<file path="config.mk">
export PLATFORM = sky130hd
export DESIGN_NAME = sptx_serial_in
export DESIGN_NICKNAME = d
export VERILOG_FILES = /design/src/logic/sptx_pkg.sv /design/src/logic/sptx_pair_mem.sv /design/src/logic/sptx_serial_in.sv
export VERILOG_INCLUDE_DIRS = /design/src /design/src/logic
export SDC_FILE = /design/constraint.sdc
export NUM_CORES = 1
export LEC_CHECK = 0
export BUFFER_PORTS_ARGS = -buffer_cell sky130_fd_sc_hd__buf_2
export CAP_MARGIN = 20
export CORE_UTILIZATION = 40
export DETAILED_ROUTE_END_ITERATION = 7
export PLACE_DENSITY = 0.6
export SLEW_MARGIN = 20
export SYNTH_ARGS = -nofsm -noshare
export SYNTH_HDL_FRONTEND = slang
export SYNTH_SLANG_ARGS = --single-unit
</file>
<file path="constraint.sdc">
create_clock -name clk -period 3.85 [get_ports clk]
set_input_delay 0.1925 -clock clk [delete_from_list [all_inputs] [get_ports clk]]
set_output_delay 0.1925 -clock clk [all_outputs]
set_load 0.005 [all_outputs]
</file>
<file path="src/logic/sptx_cfg.svh">
`ifndef SPTX_CFG_SVH
`define SPTX_CFG_SVH

// ==========================================================================
// Register map.
`define SPTX_ADDR_W 8
`define SPTX_OFF_CTRL 8'h00
`define SPTX_OFF_STATUS 8'h04
`define SPTX_OFF_LEFT 8'h08
`define SPTX_OFF_RIGHT 8'h0c

// ==========================================================================
// Control fields and reset value.
`define SPTX_CTRL_FMT_LSB 0
`define SPTX_CTRL_WID_LSB 2
`define SPTX_CTRL_OSR_LSB 4
`define SPTX_CTRL_W 6
`define SPTX_CTRL_RST 6'h00

// ==========================================================================
// Status fields.
`define SPTX_STAT_LR_BIT 0
`define SPTX_STAT_HAVE_LEFT_BIT 1
`define SPTX_STAT_FRAMES_LSB 16

// ==========================================================================
// Frame geometry and word widths.
`define SPTX_WORD_MAX 24
`define SPTX_HALF_BCLKS 6'd32
`define SPTX_CNT_MAX 6'd63
`define SPTX_W16 6'd16
`define SPTX_W18 6'd18
`define SPTX_W20 6'd20
`define SPTX_W24 6'd24

// ==========================================================================
// Oversampling ratios and biphase cells per frame.
`define SPTX_OSR_768 10'd768
`define SPTX_OSR_512 10'd512
`define SPTX_OSR_384 10'd384
`define SPTX_OSR_256 10'd256
`define SPTX_CELLS_PER_FRAME 10'd128

`endif

</file>
<file path="src/logic/sptx_pkg.sv">
`default_nettype none

package sptx_pkg;

  // ========================================================================
  // Serial formats, word widths and oversampling ratios.
  typedef enum logic [1:0] {SPTX_FMT_I2S, SPTX_FMT_LJ, SPTX_FMT_RJ} sptx_fmt_t;
  typedef enum logic [1:0] {SPTX_WID_16, SPTX_WID_18, SPTX_WID_20, SPTX_WID_24} sptx_wid_t;
  typedef enum logic [1:0] {SPTX_OSR_768X, SPTX_OSR_512X, SPTX_OSR_384X, SPTX_OSR_256X} sptx_osr_t;

endpackage

`default_nettype wire

</file>
<file path="src/logic/sptx_pair_mem.sv">
`default_nettype none

`include "sptx_cfg.svh"

module sptx_pair_mem
  import sptx_pkg::*;
(
  // Clock and reset.
  input wire logic clk,
  input wire logic nrst,
  // Write side.
  input wire logic wr_en,
  input wire logic [`SPTX_WORD_MAX-1:0] wr_left,
  input wire logic [`SPTX_WORD_MAX-1:0] wr_right,
  // Registered read side.
  output logic [`SPTX_WORD_MAX-1:0] rd_left,
  output logic [`SPTX_WORD_MAX-1:0] rd_right
);

  // ========================================================================
  // Two-word store, read data straight from its registers.
  logic [`SPTX_WORD_MAX-1:0] word_q [2];

  always_ff @(posedge clk or negedge nrst) begin
    if (!nrst) begin
      word_q[0] <= '0;
      word_q[1] <= '0;
    end else if (wr_en) begin
      word_q[0] <= wr_left;
      word_q[1] <= wr_right;
    end
  end

  assign rd_left = word_q[0];
  assign rd_right = word_q[1];

endmodule

`default_nettype wire

</file>
<file path="src/logic/sptx_serial_in.sv">
`default_nettype none

`include "sptx_cfg.svh"

// Overview of operation
// - Accept left-justified, I2S or right-justified words of 16, 18, 20 or 24 bits.
// - Right-justified MSB starts 32 minus width bit clocks after the channel edge.
// - Left-justified and right-justified: channel select high is left, low is right.
// - I2S: channel select low is left, high is right.
// - I2S MSB arrives one bit clock after the channel edge.
// - Left-justified MSB arrives with the channel edge, no delay.
// - Data and channel select are sampled on rising bit clock edges.
// - Format resets to I2S until software picks another.
// - Oversample clock ratio 768, 512, 384 or 256 times frame rate is a setting.
// - Biphase clock is the oversample clock divided by ratio over 128.
module sptx_serial_in
  import sptx_pkg::*;
(
  // Clock and reset.
  input wire logic clk,
  input wire logic nrst,
  // Register port.
  input wire logic [`SPTX_ADDR_W-1:0] reg_addr,
  input wire logic [31:0] reg_wdata,
  input wire logic reg_wr,
  input wire logic reg_rd,
  output logic [31:0] reg_rdata,
  // Serial audio pins.
  input wire logic bit_clock,
  input wire logic channel_select_clock,
  input wire logic serial_data,
  input wire logic oversample_clock,
  // Encoder side.
  output logic pair_valid,
  output logic [`SPTX_WORD_MAX-1:0] pair_left,
  output logic [`SPTX_WORD_MAX-1:0] pair_right,
  output logic biphase_tick
);

  // ========================================================================
  // Helpers.
  function automatic logic [5:0] wid_bits(input sptx_wid_t w);
    unique case (w)
      SPTX_WID_16: wid_bits = `SPTX_W16;
      SPTX_WID_18: wid_bits = `SPTX_W18;
      SPTX_WID_20: wid_bits = `SPTX_W20;
      SPTX_WID_24: wid_bits = `SPTX_W24;
    endcase
  endfunction

  function automatic logic [3:0] osr_div(input sptx_osr_t r);
    logic [9:0] n;
    n = `SPTX_OSR_256;
    unique case (r)
      SPTX_OSR_768X: n = `SPTX_OSR_768;
      SPTX_OSR_512X: n = `SPTX_OSR_512;
      SPTX_OSR_384X: n = `SPTX_OSR_384;
      SPTX_OSR_256X: n = `SPTX_OSR_256;
    endcase
    osr_div = 4'(n / `SPTX_CELLS_PER_FRAME);
  endfunction

  // ========================================================================
  // Control register.
  logic [`SPTX_CTRL_W-1:0] ctrl_q;
  wire logic wr_ctrl = reg_wr && (reg_addr == `SPTX_OFF_CTRL);
  wire logic [1:0] fmt_raw = ctrl_q[`SPTX_CTRL_FMT_LSB +: 2];
  wire sptx_fmt_t fmt = (fmt_raw == 2'h3) ? SPTX_FMT_I2S : sptx_fmt_t'(fmt_raw);
  wire sptx_wid_t wid = sptx_wid_t'(ctrl_q[`SPTX_CTRL_WID_LSB +: 2]);
  wire sptx_osr_t osr = sptx_osr_t'(ctrl_q[`SPTX_CTRL_OSR_LSB +: 2]);

  always_ff @(posedge clk or negedge nrst) begin
    if (!nrst) begin
      ctrl_q <= `SPTX_CTRL_RST;
    end else if (wr_ctrl) begin
      ctrl_q <= reg_wdata[`SPTX_CTRL_W-1:0];
    end
  end

  // ========================================================================
  // Pin synchronisers: bit 0 bit clock, 1 channel select, 2 data, 3 oversample.
  logic [3:0] s1_q;
  logic [3:0] s2_q;
  logic [3:0] s3_q;
  logic [3:0] pin_q;
  wire logic [3:0] pin_d = (s2_q & s3_q) | (pin_q & (s2_q ^ s3_q));

  always_ff @(posedge clk or negedge nrst) begin
    if (!nrst) begin
      s1_q <= '0;
      s2_q <= '0;
      s3_q <= '0;
      pin_q <= '0;
    end else begin
      s1_q <= {oversample_clock, serial_data, channel_select_clock, bit_clock};
      s2_q <= s1_q;
      s3_q <= s2_q;
      pin_q <= pin_d;
    end
  end

  wire logic bclk_rise = pin_d[0] && !pin_q[0];
  wire logic osc_rise = pin_d[3] && !pin_q[3];
  wire logic lr_in = pin_q[1];
  wire logic data_in = pin_q[2];

  // ========================================================================
  // Channel edge detection and bit position.
  logic lr_prev_q;
  logic [5:0] bit_cnt_q;
  wire logic lr_edge = bclk_rise && (lr_in != lr_prev_q);
  wire logic [5:0] pos = lr_edge ? 6'h00 :
                         (bit_cnt_q == `SPTX_CNT_MAX) ? bit_cnt_q : 6'(bit_cnt_q + 6'h01);

  always_ff @(posedge clk or negedge nrst) begin
    if (!nrst) begin
      lr_prev_q <= 1'b0;
      bit_cnt_q <= `SPTX_CNT_MAX;
    end else if (bclk_rise) begin
      lr_prev_q <= lr_in;
      bit_cnt_q <= pos;
    end
  end

  // ========================================================================
  // Word window per format.
  wire logic [5:0] width = wid_bits(wid);
  wire logic [5:0] start = (fmt == SPTX_FMT_I2S) ? 6'h01 :
                           (fmt == SPTX_FMT_LJ) ? 6'h00 :
                           6'(`SPTX_HALF_BCLKS - width);
  wire logic [6:0] stop = 7'(start) + 7'(width) - 7'h01;
  wire logic cap_en = bclk_rise && (pos >= start) && (7'(pos) <= stop);
  wire logic word_done = cap_en && (7'(pos) == stop);
  wire logic is_left = (fmt == SPTX_FMT_I2S) ? !lr_in : lr_in;

  logic [`SPTX_WORD_MAX-1:0] sh_q;
  wire logic [`SPTX_WORD_MAX-1:0] sh_d = {sh_q[`SPTX_WORD_MAX-2:0], data_in};
  wire logic [`SPTX_WORD_MAX-1:0] wmask = 24'hff_ffff >> (6'(`SPTX_WORD_MAX) - width);
  wire logic [`SPTX_WORD_MAX-1:0] word = sh_d & wmask;

  always_ff @(posedge clk or negedge nrst) begin
    if (!nrst) begin
      sh_q <= '0;
    end else if (cap_en) begin
      sh_q <= sh_d;
    end
  end

  // ========================================================================
  // Pair assembly: left then right, one pair per frame.
  logic [`SPTX_WORD_MAX-1:0] left_q;
  logic have_left_q;
  logic pair_valid_q;
  logic [15:0] frames_q;
  wire logic pair_wr = word_done && !is_left && have_left_q;

  always_ff @(posedge clk or negedge nrst) begin
    if (!nrst) begin
      left_q <= '0;
      have_left_q <= 1'b0;
      pair_valid_q <= 1'b0;
      frames_q <= '0;
    end else begin
      pair_valid_q <= pair_wr;
      if (word_done && is_left) begin
        left_q <= word;
        have_left_q <= 1'b1;
      end else if (word_done) begin
        have_left_q <= 1'b0;
      end
      if (pair_wr) begin
        frames_q <= frames_q + 16'h0001;
      end
    end
  end

  sptx_pair_mem u_mem (
    .clk(clk),
    .nrst(nrst),
    .wr_en(pair_wr),
    .wr_left(left_q),
    .wr_right(word),
    .rd_left(pair_left),
    .rd_right(pair_right)
  );

  assign pair_valid = pair_valid_q;

  // ========================================================================
  // Biphase clock divider.
  logic [3:0] div_cnt_q;
  logic bip_q;
  wire logic [3:0] div_n = osr_div(osr);
  wire logic div_wrap = osc_rise && (div_cnt_q >= 4'(div_n - 4'h1));

  always_ff @(posedge clk or negedge nrst) begin
    if (!nrst) begin
      div_cnt_q <= '0;
      bip_q <= 1'b0;
    end else begin
      bip_q <= div_wrap;
      if (div_wrap) begin
        div_cnt_q <= '0;
      end else if (osc_rise) begin
        div_cnt_q <= div_cnt_q + 4'h1;
      end
    end
  end

  assign biphase_tick = bip_q;

  // ========================================================================
  // Register read port.
  logic [31:0] rdata_q;
  wire logic [31:0] stat_word = {frames_q, 14'h0000, have_left_q, lr_in};
  wire logic [31:0] rd_mux =
    (reg_addr == `SPTX_OFF_CTRL) ? {26'h000_0000, ctrl_q} :
    (reg_addr == `SPTX_OFF_STATUS) ? stat_word :
    (reg_addr == `SPTX_OFF_LEFT) ? {8'h00, pair_left} :
    (reg_addr == `SPTX_OFF_RIGHT) ? {8'h00, pair_right} : 32'h0000_0000;

  always_ff @(posedge clk or negedge nrst) begin
    if (!nrst) begin
      rdata_q <= '0;
    end else begin
      rdata_q <= reg_rd ? rd_mux : 32'h0000_0000;
    end
  end

  assign reg_rdata = rdata_q;

  // ========================================================================
  // Assertions.
  a_ctrl_write_osr: assert property (
    @(posedge clk) disable iff (!nrst)
    wr_ctrl |=> osr == sptx_osr_t'($past(reg_wdata[`SPTX_CTRL_OSR_LSB +: 2])))
    else $error("Oversample ratio not taken from control write.");

  a_cnt_restart: assert property (
    @(posedge clk) disable iff (!nrst)
    lr_edge |=> bit_cnt_q == 6'h00)
    else $error("Bit counter did not restart on channel edge.");

  a_cnt_step: assert property (
    @(posedge clk) disable iff (!nrst)
    bclk_rise && !lr_edge && bit_cnt_q < `SPTX_CNT_MAX |=> bit_cnt_q == $past(bit_cnt_q) + 6'h01)
    else $error("Bit counter did not advance by one.");

  a_sample_rise: assert property (
    @(posedge clk) disable iff (!nrst)
    !$stable(sh_q) |-> $past(bclk_rise))
    else $error("Shift register moved without a bit clock rise.");

  a_i2s_delay: assert property (
    @(posedge clk) disable iff (!nrst)
    fmt == SPTX_FMT_I2S && lr_edge |-> !cap_en ##0 (1'b1 ##1 !bclk_rise [*1]))
    else $error("I2S captured a bit at the channel edge.");

  a_lj_no_delay: assert property (
    @(posedge clk) disable iff (!nrst)
    fmt == SPTX_FMT_LJ && lr_edge |-> cap_en)
    else $error("Left-justified missed the MSB at the channel edge.");

  a_rj20_start: assert property (
    @(posedge clk) disable iff (!nrst)
    fmt == SPTX_FMT_RJ && wid == SPTX_WID_20 && cap_en |-> pos >= 6'd12)
    else $error("Right-justified 20-bit capture began before bit 12.");

  a_chan_select: assert property (
    @(posedge clk) disable iff (!nrst)
    word_done && lr_in == (fmt != SPTX_FMT_I2S) |=> left_q == $past(word))
    else $error("Left word not taken on the left channel select level.");

  a_pair_output: assert property (
    @(posedge clk) disable iff (!nrst)
    pair_wr |=> pair_valid && pair_left == $past(left_q) && pair_right == $past(word))
    else $error("Sample pair not handed on one cycle after completion.");

  a_width_exact: assert property (
    @(posedge clk) disable iff (!nrst)
    word_done |-> 7'(pos) - 7'(start) == 7'(width) - 7'h01)
    else $error("Word completed at the wrong width.");

  a_div_tick: assert property (
    @(posedge clk) disable iff (!nrst)
    div_wrap |=> biphase_tick ##1 !biphase_tick)
    else $error("Biphase tick not a single cycle after the divider wrap.");

  c_pair_i2s: cover property (@(posedge clk) disable iff (!nrst)
    pair_valid && fmt == SPTX_FMT_I2S);
  c_pair_lj: cover property (@(posedge clk) disable iff (!nrst)
    pair_valid && fmt == SPTX_FMT_LJ);
  c_pair_rj: cover property (@(posedge clk) disable iff (!nrst)
    pair_valid && fmt == SPTX_FMT_RJ);
  c_biphase: cover property (@(posedge clk) disable iff (!nrst)
    biphase_tick && osr == SPTX_OSR_384X);

endmodule

`default_nettype wire

</file>
==> qor.yml <==
post-dp-hpwl_mm: 11.7
path_cells: "inv_2 -> ha_4 -> or3_4 -> ha_4 -> inv_2 -> ha_4 -> buf_4 -> xnor2_1 -> ha_1 -> and3_1 -> and4_1 -> and3_1 -> and2_4 -> buf_12 -> mux2_4"
dieHeight_um: 146
synth-seq-cells: 179
dp_cells: 1007
final_net_count: 858
die_w_um: 146
gp_congestion: 0.834
start_kind: "register"
viasPerCell: 4.96
clk_pin_slew_ns: 0.07
crit_top_cell: "ha_4"
grt.overflow.total: 0
critical-path-max-stage-delay_ns: 0.41
fin_util_pct: 49.6
cts_buffers: 17
cts-root-buf: "clkbuf_16"
die_area_um2: 21300
tightest_slew_ns: 0.973
crit_type: "reg -> reg"
setup_viol: 0
hp-class: "in -> reg"
post-route-drc-count: 0
run_status: "finished, final reports clean"
clk_latency_ns: 0.42
slew_violations: 0
grtUsageTotal_pct: 16.7
fin_cells: 1054
critical_path.max_fanout: 16
grt_pass1_vias: 5394
comb_power_share_pct: 14.7
netlist_area_um2: 8280
dr.pass1.iters: 5
grt_first_pass_wirelength_mm: 27.9
seqPwrFrac_pct: 45.9
synth_top_flop_cell: "dfrtp_1"
avgSynthCellArea_um2: 13.1
critPathSlowestCell: "or3_4"
layout_min_cycle_time_ns: 3.69
cellPowerDensity_nw_per_um2: 438
fin_setup_tns_ns: 0
hold_viol: 0
maxCapViolations: 0
leakage_nw: 5.14
internal-power_mw: 3.28
ys_seq_area_share_pct: 54.2
htree_levels: 4
io_pins: 130
clockBufferDepth: 2
end_kind: "register"
synth_cell_types: 52
n_fill_cell: 1786
coreArea_um2: 20300
vias: 5228
net-switching-power_mw: 1.13
numPortBuffers: 103
synth.yosys.warnings: 0
period_share_pct: 95.7
syn_nets: 720
row_count: 52
fmax_ghz: 0.271
ant_nets: 0
routed_wl_mm: 16.8
area_delta_synth_final_pct: 21.4
synth_edf_count: 0
crit_required_ns: 4.16
grt_max_degree: 110
cts_tree: "built"
antenna_cells: 0
clock_power_share_pct: 39.4
ir_drop_v: 0.000321
netlist_instances: 634
max_slew_margin_pct: 35.0
async_flop_share_pct: 100
crit_arrival_ns: 3.99
start_util_pct: 40.8
wire_per_inst_um: 15.9
initialDrtViolationCount: 164
p_sw_share_pct: 25.6
antenna_found_initial: 0
clkSinkCount: 179
clock_skew_ns: 0.00656
drive_gt1_share_pct: 38.6
path summary, 6_finish.rpt:
path | slack [ns] | end | start | cells past startpoint
max in group asynchronous | 2.49 | bit_cnt_q[0] | nrst | 3
worst min register to register | 0.35 | s2_q[1] | s1_q[1] | 0
min in group asynchronous | 0.44 | u_mem.rd_left[15] | nrst | 2
worst min-delay path | 0.02 | ctrl_q[1] | reg_wdata[1] | 3
worst max register to register | 0.16 | u_mem.rd_right[17] | ctrl_q[1] | 15
worst max-delay path | 0.16 | u_mem.rd_right[17] | ctrl_q[1] | 15
cell usage after synthesis (3+ instances only):
cell,n,share of area (%)
buf_2,5,0.30
and3_1,19,1.4
a22oi_1,13,1.2
nand3_1,16,0.97
mux2_2,61,8.3
clkbuf_1,13,0.59
xor2_1,5,0.53
nor3_1,4,0.24
mux2i_1,15,1.8
nand2b_1,3,0.23
buf_12,5,1.2
inv_1,21,0.95
mux2_4,48,8.7
dfrtp_1,173,52
a21oi_1,14,0.85
ha_1,37,5.6
nand4_1,8,0.60
xnor2_1,19,2.0
nor2_1,44,2.0
nor2b_1,6,0.45
and2_1,22,1.7
nand2_1,24,1.1
a21o_1,10,0.91
dfstp_2,6,1.9
o21ai_0,11,0.66
timing repair:
action | in CTS | in global routing
setup buffers | 3 | 4
pin swaps | 3 | 5
gates cloned | 1 | 0
endpoints found under the setup margin | 42 | 95
resized for setup | 8 | 13
endpoints found under the hold margin | 116 | 0
hold buffers | 9 | 0
power groups by stage:
stage	clock network, mW	logic, mW	registers [mW]
after floorplan	0	0.411	2.04
after global placement	0	0.569	2.05
after detailed placement	0	0.589	2.05
final	1.74	0.648	2.02
after global routing	1.86	0.751	2.03
after CTS	1.78	0.627	2.02
state kept, by name, indices dropped and copies added (netlist names):
signal / flops
reg_rdata: 32
biphase_tick: 1
s3_q: 4
have_left_q: 1
ctrl_q: 6
s2_q: 4
s1_q: 4
lr_prev_q: 1
bit_cnt_q: 6
pair_valid: 1
u_mem.rd_left: 24
left_q: 24
div_cnt_q: 4
sh_q: 23
pin_q: 4
u_mem.rd_right: 24
frames_q: 16
worst max-delay path: cells and delay by family, from the launching register on:
family	cells	cell delay, ns
and+or+nand+nor	5	1.29
adders and majority gates	4	1.01
buffers and inverters	4	0.45
DFF	1	0.39
muxes	1	0.31
xor gates and xnor gates	1	0.11
layout make-up:
cell class / count / area, um^2 / share of cell area, %
Tap cell: 270 / 338 / 3.36
Clock buffer: 21 / 470 / 4.68
Sequential cell: 179 / 4490 / 44.6
Inverter: 21 / 78.8 / 0.784
Multi-Input combinational cell: 408 / 3620 / 36.0
Clock inverter: 10 / 124 / 1.23
Timing Repair Buffer: 145 / 945 / 9.39
layer usage:
metal | routed length [um] | share of wire, % | track usage [%]
met5 | 0 | 0 | 0
met2 | 7830 | 47 | 26.3
met3 | 599 | 3.6 | 4.20
met4 | 275 | 1.6 | 5.42
met1 | 8050 | 48 | 22.7
cell usage in the layout, fill, tap and decap left out, drive strengths merged, types with 17 or more instances in the layout:
cell type,count
nor2,44
xnor2,19
dfrtp,173
inv,23
clkbuf,22
mux2,109
and2,23
nand3,17
and3,19
ha,37
buf,135
nand2,24
logic make-up (layout without fill, tap and decap cells):
family	Yosys count	in the layout	synth area share, %
other cells	1	1	0.0453
flops	179	179	54.2
buf+inv	47	197	3.37
xor+xnor	24	24	2.54
compound gates	65	65	5.53
mux	124	124	18.8
fa+ha+maj	38	38	5.83
simple gates	156	156	9.71
through the flow:
| step | setup slack [ns] | instance area (um^2) | hold slack, ns | total power [mW] |
|---|---|---|---|---|
| 2_1_floorplan | 0.00365 | 8280 | -0.103 | 2.45 |
| 3_3_place_gp | -0.0399 | 9210 | 0.305 | 2.62 |
| 3_5_place_dp | -0.102 | 9210 | 0.304 | 2.64 |
| 4_1_cts | 0.00547 | 9980 | 0.0148 | 4.43 |
| 5_1_grt | -0.00557 | 10100 | 0.0117 | 4.64 |
| 6_report | 0.164 | 10100 | 0.0160 | 4.40 |
Note: power is estimated with default switching activity, not from simulation.
